<file path="src/rtl/php_pkg.sv">
// php_pkg: constants shared by the parallel host bus port
package php_pkg;
	// bus geometry
	localparam int ADDR_W = 8;
	localparam int DATA_W = 16;
	localparam int BYTE_W = 8;
	localparam int BANKS = 6;
	localparam int SYNC_STAGES = 3;
	// positions of the host pins inside the synchroniser vector
	localparam int PIN_ADDR_LSB = 0;
	localparam int PIN_DATA_LSB = 8;
	localparam int PIN_SELECT = 24;
	localparam int PIN_STROBE = 25;
	localparam int PIN_DIR = 26;
	localparam int PIN_LATCH = 27;
	localparam int PIN_BYTE_EN = 28;
	localparam int PIN_WIDTH = 29;
	localparam int PIN_PROTO = 30;
	localparam int PIN_W = 31;
	// all host pins carry pull-ups, so the synchronisers start high
	localparam logic PIN_RST = 1'b1;
	// register map (byte addresses)
	localparam logic [7:0] STATUS_BASE = 8'h00;
	localparam logic [7:0] MASK_BASE = 8'h08;
	localparam logic [7:0] SUMMARY_ADDR = 8'h10;
	localparam logic [7:0] PIN_CFG_ADDR = 8'h11;
	localparam logic [7:0] UNMAPPED_VAL = 8'h00;
	// reset values
	localparam logic [7:0] STATUS_RST = 8'h00;
	localparam logic [7:0] MASK_RST = 8'hff;
	localparam logic [1:0] PIN_CFG_RST = 2'h0;
	// interrupt pin configuration field and encodings
	localparam int PIN_CFG_LSB = 0;
	localparam int PIN_CFG_W = 2;
	localparam logic [1:0] IRQ_OPEN_DRAIN = 2'h0;
	localparam logic [1:0] IRQ_PP_LOW = 2'h1;
	localparam logic [1:0] IRQ_PP_HIGH = 2'h3;
	// strap levels
	localparam logic NARROW_BUS_SETTING = 1'b0;
	localparam logic WIDE_BUS_SETTING = 1'b1;
	localparam logic SPLIT_STROBE_PROTOCOL = 1'b0;
	localparam logic STROBE_DIR_PROTOCOL = 1'b1;
endpackage : php_pkg

</file>
<file path="src/rtl/php_port.sv">
// php_port: parallel host bus port with interrupt status, mask and pin driver
module php_port #(
	parameter int BANKS = php_pkg::BANKS
) (
	input wire logic clk,
	input wire logic rst_b,
	input wire logic [7:0] addr_pin,
	input wire logic [15:0] data_in,
	output logic [15:0] data_out,
	output logic [15:0] data_oe,
	output logic [15:0] data_pullup,
	input wire logic select_b,
	input wire logic access_strobe_b,
	input wire logic dir_pin,
	input wire logic addr_latch,
	input wire logic byte_enable_b,
	input wire logic bus_width_strap,
	input wire logic bus_protocol_strap,
	input wire logic [8*BANKS-1:0] irq_src,
	output logic irq_out,
	output logic irq_oe
);
	localparam int BW = php_pkg::BYTE_W;

	// the map has room for exactly the documented six banks
	if (BANKS != php_pkg::BANKS)
	begin : g_bad_banks
		$error("php_port: BANKS must equal six");
	end

	////////////////////////////////////////////////////////////////////////
	// reset release through two flip-flops
	logic rst_s1_r;
	logic rst_sync_b;
	always_ff @(posedge clk or negedge rst_b)
	begin
		if (!rst_b)
		begin
			rst_s1_r <= 1'b0;
			rst_sync_b <= 1'b0;
		end
		else
		begin
			rst_s1_r <= 1'b1;
			rst_sync_b <= rst_s1_r;
		end
	end

	////////////////////////////////////////////////////////////////////////
	// host pins: three stages, accepted once stages two and three agree
	logic [php_pkg::PIN_W-1:0] pin_raw;
	logic [php_pkg::PIN_W-1:0] pin_f;
	assign pin_raw = {bus_protocol_strap, bus_width_strap, byte_enable_b, addr_latch,
		dir_pin, access_strobe_b, select_b, data_in, addr_pin};
	for (genvar g = 0; g < php_pkg::PIN_W; g++)
	begin : g_sync
		logic s1_r;
		logic s2_r;
		logic s3_r;
		always_ff @(posedge clk or negedge rst_sync_b)
		begin
			if (!rst_sync_b)
			begin
				s1_r <= php_pkg::PIN_RST;
				s2_r <= php_pkg::PIN_RST;
				s3_r <= php_pkg::PIN_RST;
				pin_f[g] <= php_pkg::PIN_RST;
			end
			else
			begin
				s1_r <= pin_raw[g];
				s2_r <= s1_r;
				s3_r <= s2_r;
				if (s2_r == s3_r)
					pin_f[g] <= s2_r;
			end
		end
	end

	logic [7:0] addr_f;
	logic [15:0] data_f;
	logic wide;
	logic moto;
	logic ale_f;
	assign addr_f = pin_f[php_pkg::PIN_ADDR_LSB +: 8];
	assign data_f = pin_f[php_pkg::PIN_DATA_LSB +: 16];
	assign ale_f = pin_f[php_pkg::PIN_LATCH];
	assign wide = (pin_f[php_pkg::PIN_WIDTH] == php_pkg::WIDE_BUS_SETTING);
	assign moto = (pin_f[php_pkg::PIN_PROTO] == php_pkg::STROBE_DIR_PROTOCOL);

	////////////////////////////////////////////////////////////////////////
	// address latch: live address while the strobe is high, held after it falls
	logic ale_d_r;
	logic [7:0] addr_lat_r;
	always_ff @(posedge clk or negedge rst_sync_b)
	begin
		if (!rst_sync_b)
		begin
			ale_d_r <= 1'b1;
			addr_lat_r <= 8'h00;
		end
		else
		begin
			ale_d_r <= ale_f;
			if (ale_d_r && !ale_f)
				addr_lat_r <= addr_f;
		end
	end
	// a strobe tied high never falls, so demultiplexed buses use the live pins
	logic [7:0] addr_eff;
	assign addr_eff = ale_f ? addr_f : addr_lat_r;

	////////////////////////////////////////////////////////////////////////
	// access decode; reads also need the direction pin high so a split-strobe
	// host that glitches both strobes low never gets read and write at once
	logic selected;
	logic strobe_on;
	logic read_act;
	logic write_act;
	assign selected = !pin_f[php_pkg::PIN_SELECT];
	assign strobe_on = !pin_f[php_pkg::PIN_STROBE];
	assign read_act = selected && strobe_on && pin_f[php_pkg::PIN_DIR];
	assign write_act = moto ? (selected && strobe_on && !pin_f[php_pkg::PIN_DIR])
		: (selected && !strobe_on && !pin_f[php_pkg::PIN_DIR]);

	////////////////////////////////////////////////////////////////////////
	// lane selection: even and odd byte of the addressed pair
	logic addr_bit_zero;
	logic [6:0] pair;
	logic upper_byte_enable;
	logic lower_byte_enable;
	logic even_en;
	logic odd_en;
	logic even_hi;
	logic odd_hi;
	assign addr_bit_zero = addr_eff[0];
	assign pair = addr_eff[7:1];
	assign upper_byte_enable = !pin_f[php_pkg::PIN_BYTE_EN];
	assign lower_byte_enable = !pin_f[php_pkg::PIN_BYTE_EN];
	assign even_en = !addr_bit_zero;
	// narrow bus takes the addressed byte alone, the enable pin plays no part
	assign odd_en = !wide ? addr_bit_zero
		: (moto ? lower_byte_enable : upper_byte_enable);
	assign even_hi = wide && moto;
	assign odd_hi = wide && !moto;

	////////////////////////////////////////////////////////////////////////
	// register storage
	logic [8*BANKS-1:0] irq_status_bank_r;
	logic [8*BANKS-1:0] irq_mask_bank_r;
	logic [1:0] irq_pin_config_r;
	logic [7:0] global_irq_summary;

	function automatic logic [7:0] rd_byte(input logic [7:0] a, input logic [8*BANKS-1:0] st,
		input logic [8*BANKS-1:0] mk, input logic [7:0] sum, input logic [1:0] cfg);
		logic [7:0] r;
		r = php_pkg::UNMAPPED_VAL;
		for (int i = 0; i < BANKS; i++)
		begin
			if (a == 8'(php_pkg::STATUS_BASE + i))
				r = st[i*8 +: 8];
			if (a == 8'(php_pkg::MASK_BASE + i))
				r = mk[i*8 +: 8];
		end
		if (a == php_pkg::SUMMARY_ADDR)
			r = sum;
		if (a == php_pkg::PIN_CFG_ADDR)
			r = {6'h00, cfg};
		return r;
	endfunction : rd_byte

	// read path: on a wide bus split strobes put even on the low lane, direction strobe the high lane; a narrow bus uses the low lane
	logic [7:0] rd_even;
	logic [7:0] rd_odd;
	logic [7:0] rd_lo;
	logic [7:0] rd_hi;
	logic lo_used;
	logic hi_used;
	logic [15:0] oe_nxt;
	assign rd_even = rd_byte({pair, 1'b0}, irq_status_bank_r, irq_mask_bank_r,
		global_irq_summary, irq_pin_config_r);
	assign rd_odd = rd_byte({pair, 1'b1}, irq_status_bank_r, irq_mask_bank_r,
		global_irq_summary, irq_pin_config_r);
	assign rd_lo = ((wide && moto) || (!wide && addr_bit_zero)) ? rd_odd : rd_even;
	assign rd_hi = moto ? rd_even : rd_odd;
	assign lo_used = !wide || (moto ? odd_en : even_en);
	assign hi_used = wide && (moto ? even_en : odd_en);
	// drivers stay off unless this is a selected read
	assign oe_nxt = {{8{read_act && hi_used}}, {8{read_act && lo_used}}};

	always_ff @(posedge clk or negedge rst_sync_b)
	begin
		if (!rst_sync_b)
		begin
			data_out <= 16'h0000;
			data_oe <= 16'h0000;
			data_pullup <= 16'hffff;
		end
		else
		begin
			data_out <= {rd_hi, rd_lo};
			data_oe <= oe_nxt;
			data_pullup <= ~oe_nxt;
		end
	end

	////////////////////////////////////////////////////////////////////////
	// write path: data is sampled through the strobe, committed as it ends,
	// because the host only guarantees stable data by the trailing edge
	logic wr_act_d_r;
	logic [6:0] wpair_r;
	logic wev_en_r;
	logic wod_en_r;
	logic [7:0] wev_d_r;
	logic [7:0] wod_d_r;
	logic commit;
	always_ff @(posedge clk or negedge rst_sync_b)
	begin
		if (!rst_sync_b)
		begin
			wr_act_d_r <= 1'b0;
			wpair_r <= 7'h00;
			wev_en_r <= 1'b0;
			wod_en_r <= 1'b0;
			wev_d_r <= 8'h00;
			wod_d_r <= 8'h00;
		end
		else
		begin
			wr_act_d_r <= write_act;
			if (write_act)
			begin
				wpair_r <= pair;
				wev_en_r <= even_en;
				wod_en_r <= odd_en;
				wev_d_r <= even_hi ? data_f[15:8] : data_f[7:0];
				wod_d_r <= odd_hi ? data_f[15:8] : data_f[7:0];
			end
		end
	end
	assign commit = wr_act_d_r && !write_act;

	////////////////////////////////////////////////////////////////////////
	// status banks are write-one-to-clear; a new event beats a clear
	logic [BANKS-1:0] bank_pend;
	for (genvar i = 0; i < BANKS; i++)
	begin : g_bank
		localparam logic [7:0] SA = 8'(php_pkg::STATUS_BASE + i);
		localparam logic [7:0] MA = 8'(php_pkg::MASK_BASE + i);
		logic st_we;
		logic mk_we;
		logic [7:0] clr;
		assign st_we = commit && (SA[0] ? wod_en_r : wev_en_r) && (wpair_r == SA[7:1]);
		assign mk_we = commit && (MA[0] ? wod_en_r : wev_en_r) && (wpair_r == MA[7:1]);
		assign clr = st_we ? (SA[0] ? wod_d_r : wev_d_r) : 8'h00;
		always_ff @(posedge clk or negedge rst_sync_b)
		begin
			if (!rst_sync_b)
			begin
				irq_status_bank_r[i*8 +: 8] <= php_pkg::STATUS_RST;
				irq_mask_bank_r[i*8 +: 8] <= php_pkg::MASK_RST;
			end
			else
			begin
				irq_status_bank_r[i*8 +: 8] <= (irq_status_bank_r[i*8 +: 8] & ~clr)
					| irq_src[i*8 +: 8];
				if (mk_we)
					irq_mask_bank_r[i*8 +: 8] <= MA[0] ? wod_d_r : wev_d_r;
			end
		end
		// a set mask bit blocks its source
		assign bank_pend[i] = |(irq_status_bank_r[i*8 +: 8] & ~irq_mask_bank_r[i*8 +: 8]);
	end
	assign global_irq_summary = {2'b00, bank_pend};

	// pin configuration register
	logic cfg_we;
	assign cfg_we = commit && (php_pkg::PIN_CFG_ADDR[0] ? wod_en_r : wev_en_r)
		&& (wpair_r == php_pkg::PIN_CFG_ADDR[7:1]);
	logic [7:0] cfg_wd;
	assign cfg_wd = php_pkg::PIN_CFG_ADDR[0] ? wod_d_r : wev_d_r;

	////////////////////////////////////////////////////////////////////////
	// interrupt pin driver
	logic pending;
	logic irq_out_nxt;
	logic irq_oe_nxt;
	assign pending = |bank_pend;
	assign irq_out_nxt = (irq_pin_config_r == php_pkg::IRQ_PP_HIGH) ? pending
		: ((irq_pin_config_r == php_pkg::IRQ_PP_LOW) ? !pending : 1'b0);
	// open drain only pulls low; the undefined code 2 also behaves as open drain
	assign irq_oe_nxt = (irq_pin_config_r == php_pkg::IRQ_PP_HIGH)
		|| (irq_pin_config_r == php_pkg::IRQ_PP_LOW) || pending;
	always_ff @(posedge clk or negedge rst_sync_b)
	begin
		if (!rst_sync_b)
		begin
			irq_pin_config_r <= php_pkg::PIN_CFG_RST;
			irq_out <= 1'b0;
			irq_oe <= 1'b0;
		end
		else
		begin
			if (cfg_we)
				irq_pin_config_r <= cfg_wd[php_pkg::PIN_CFG_LSB +: php_pkg::PIN_CFG_W];
			irq_out <= irq_out_nxt;
			irq_oe <= irq_oe_nxt;
		end
	end

	////////////////////////////////////////////////////////////////////////
	// checks
	logic irq_asserted;
	assign irq_asserted = (irq_pin_config_r == php_pkg::IRQ_PP_HIGH) ? irq_out
		: (irq_oe && !irq_out);
endmodule : php_port

</file>
<file path="config.mk">
export PLATFORM = sky130hd
export DESIGN_NAME = php_port
export DESIGN_NICKNAME = d
export VERILOG_FILES = /design/src/rtl/php_pkg.sv /design/src/rtl/php_port.sv
export SDC_FILE = /design/constraint.sdc
export NUM_CORES = 1
export LEC_CHECK = 0
export ABC_AREA = 1
export BUFFER_PORTS_ARGS = -buffer_cell sky130_fd_sc_hd__buf_2
export CELL_PAD_IN_SITES_DETAIL_PLACEMENT = 2
export CELL_PAD_IN_SITES_GLOBAL_PLACEMENT = 2
export CORE_MARGIN = 3
export CORE_UTILIZATION = 39
export CTS_BUF_LIST = sky130_fd_sc_hd__clkbuf_2 sky130_fd_sc_hd__clkbuf_4 sky130_fd_sc_hd__clkbuf_8
export DETAILED_ROUTE_END_ITERATION = 10
export GPL_TIMING_DRIVEN = 1
export PLACE_DENSITY = 0.9
export SYNTH_ARGS = -nofsm -noshare
export SYNTH_HDL_FRONTEND = slang
export SYNTH_SLANG_ARGS = --single-unit
</file>
<file path="constraint.sdc">
create_clock -name clk -period 9.3 [get_ports clk]
set_input_delay 1.86 -clock clk [delete_from_list [all_inputs] [get_ports clk]]
set_output_delay 1.86 -clock clk [all_outputs]
set_load 0.01 [all_outputs]
</file>
==> impl_metrics.json <==
{
  "finalSetupViolCount": 0,
  "rows": 61,
  "core_um2": 28240,
  "vias": 8732,
  "clkTransAtPathRegs_ns": 0.06,
  "clockBufferDepth": 3,
  "antenna_found_initial": 1,
  "crit_fanout": 20,
  "worstPathArrival_ns": 3.77,
  "hold_viol": 0,
  "ctsResizeCount": 0,
  "root_buffer": "clkbuf_8",
  "die_area_um2": 31280,
  "synth.avg_cell_area_um2": 10.21,
  "leakagePower_uw": 0.006108,
  "cap_violations": 0,
  "grt_usage_pct": 24.90,
  "floorplan.initialDensity_pct": 40.31,
  "crit_required_ns": 9.80,
  "chipHeight_um": 176.9,
  "synth_top_flop_cell": "dfstp_2",
  "async_reset_ff_share_pct": 100.0,
  "dp_hpwl_um": 25200,
  "cts_tree": "yes",
  "antenna_cells": 0,
  "tightestPinTransition_ns": 1.207,
  "yosys_warnings": 0,
  "ioPinCount": 131,
  "ys_seq_area_share_pct": 63.69,
  "grt-ovfl-total": 0,
  "syn-instance-count": 1115,
  "status": "complete, no violations",
  "max_freq_mhz": 306.3,
  "p_total_uw": 3204,
  "grt_max_degree": 85,
  "area_delta_synth_final_pct": 15.95,
  "layout_min_cycle_time_ns": 3.265,
  "first_pass_iters": 4,
  "htree_levels": 2,
  "relSlewSlack_pct": 19.25,
  "drv_slew": 0,
  "finalNonFillerCells": 1660,
  "final_nets": 1324,
  "ir_worst_vdd_mv": 0.1167,
  "rsz0062_at_grt": "no",
  "drive_above_1_share_pct": 33.31,
  "clk_latency_ns": 0.60,
  "portBuffers": 130,
  "fp.dieW_um": 176.9,
  "worstSetupStartpointType": "register",
  "dp.cells": 1571,
  "drc": 0,
  "endpoint_kind": "register",
  "numCtsBuffers": 48,
  "wire_per_inst_um": 22.74,
  "ant_nets": 0,
  "cts.sinks": 281,
  "path_class": "register to register",
  "grt_first_pass_wirelength_um": 59730,
  "tns_ns": 0,
  "post_cts_buffers": 0,
  "viasPerCell": 5.260,
  "final.period_utilization_pct": 35.11,
  "drt_iter0_markers": 451,
  "syn_area_um2": 11380,
  "fin_skew_ns": 0.03000,
  "min_path_type": "register to register",
  "drt_wl_total_um": 37750,
  "ys_types": 37,
  "synth_seq_cells": 281,
  "syn-num-nets": 1196,
  "synth-edff-count": 0,
  "gp_congestion": 0.8559,
  "grt_pass1_vias": 10282,
  "cts-hold-fix-buffers": 0,
  "power_density_nw_per_um2": 242.7
}
[worst max-delay path: stages (launching register included)]
cell and delay, ns:
dfstp_2 0.79, xor2_1 0.14, nand3_1 0.59, nand3_2 0.27, nor2_1 0.98, nor2_1 0.17
a21oi_1 0.24
[placed cells by master, fill, tap and decap left out, types with 4 or more instances in the layout]
cell | netlist | final
dfrtp_1 | 106 | 105
nor3_1 | 4 | 4
clkbuf_8 | 0 | 59
o21ai_1 | 13 | 13
inv_1 | 122 | 122
o21bai_1 | 36 | 36
nor2_4 | 4 | 4
inv_2 | 6 | 6
dfstp_2 | 175 | 175
o21ai_0 | 68 | 68
nor2_1 | 114 | 114
buf_2 | 8 | 130
nand2_1 | 202 | 202
maj3_1 | 31 | 31
o22ai_1 | 16 | 16
o211ai_1 | 16 | 16
nand3_1 | 72 | 72
clkbuf_4 | 0 | 16
nand2_2 | 7 | 7
nand4_1 | 11 | 11
buf_4 | 37 | 4
clkinv_2 | 0 | 10
a21oi_1 | 35 | 35
[sequential cells by signal, indices dropped and copies added (netlist names), 16 cells and up]
register           cells
data_f                16
data_out              16
g_sync.s1_r           31
g_sync.s2_r           31
g_sync.s3_r           31
irq_mask_bank_r       48
irq_status_bank_r     48
[routing by layer]
metal	vias up	share of wire [%]	track usage, %
li1	3838	-	-
met1	4497	39	29.38
met2	287	51	44.22
met3	108	5.2	4.805
met4	2	4.5	10.87
met5	-	0.032	0
[kinds of logic (layout without fill, tap and decap cells)]
| family | Yosys count | in the layout | synth area share (%) |
|---|---|---|---|
| muxes | 1 | 1 | 0.09890 |
| DFF | 281 | 281 | 63.69 |
| xor gates and xnor gates | 1 | 1 | 0.07695 |
| adders and majority gates | 31 | 31 | 2.726 |
| and+or+nand+nor | 428 | 428 | 16.07 |
| buffers and inverters | 185 | 352 | 7.605 |
| other | 1 | 1 | 0.03294 |
| AOI/OAI and AO/OA | 187 | 187 | 9.705 |
[power by group]
group / internal [uW] / switching, uW / total, uW
clock: 671 / 531 / 1200
combinational: 116 / 333 / 448
sequential: 1430 / 127 / 1550
[final timing paths]
path | to | slack, ns | cells past startpoint | start
worst min register to register | g_sync[6].s2_r$_DFF_PN1_ | 0.35 | 0 | g_sync[6].s1_r$_DFF_PN1_
worst max-delay path | irq_mask_bank_r[22]$_DFFE_PN1P_ | 6.03 | 6 | moto$_DFFE_PN1N_
max in group asynchronous | irq_status_bank_r[16]$_DFF_PN0_ | 7.21 | 1 | rst_sync_b$_DFF_PN0_
min in group asynchronous | addr_lat_r[5]$_DFFE_PN0P_ | 0.50 | 0 | rst_sync_b$_DFF_PN0_
worst max register to register | irq_mask_bank_r[22]$_DFFE_PN1P_ | 6.03 | 6 | moto$_DFFE_PN1N_
worst min-delay path | g_sync[6].s2_r$_DFF_PN1_ | 0.35 | 0 | g_sync[6].s1_r$_DFF_PN1_
[through the flow]
stage / hold slack (ns) / setup slack [ns] / instance area (um^2) / utilization (%)
detailed placement: 0.3426 / 6.376 / 12160 / 43.06
finish: 0.3524 / 6.035 / 13200 / 46.74
CTS: 0.3557 / 6.015 / 13200 / 46.74
global route: 0.3577 / 5.846 / 13200 / 46.74
floorplan: 0.3312 / 1.195 / 11380 / -
global placement: 0.3381 / 6.565 / 12160 / 43.06
[synth_stat cells, types with 16 or more instances]
cell type    n  area [um^2]
o22ai_1     16        100.1
buf_4       37        277.8
o211ai_1    16        120.1
dfstp_2    175         4598
maj3_1      31        310.3
dfrtp_1    106         2653
nand2_1    202        758.2
a21oi_1     35        175.2
nor2_1     114        427.9
inv_1      122        457.9
nand3_1     72        360.4
o21bai_1    36        270.3
o21ai_0     68        340.3
[cell type report]
type / instances / area [um^2]
clock inverters: 14 / 107.6
fillers: 2978 / 15040
multi-input cells: 649 / 3268
well taps: 378 / 473.0
clock buffers: 75 / 932.1
inverters: 129 / 484.2
flip-flops and latches: 281 / 7254
repair buffers: 134 / 680.7
No activity file was read; power rests on OpenSTA's default activity.
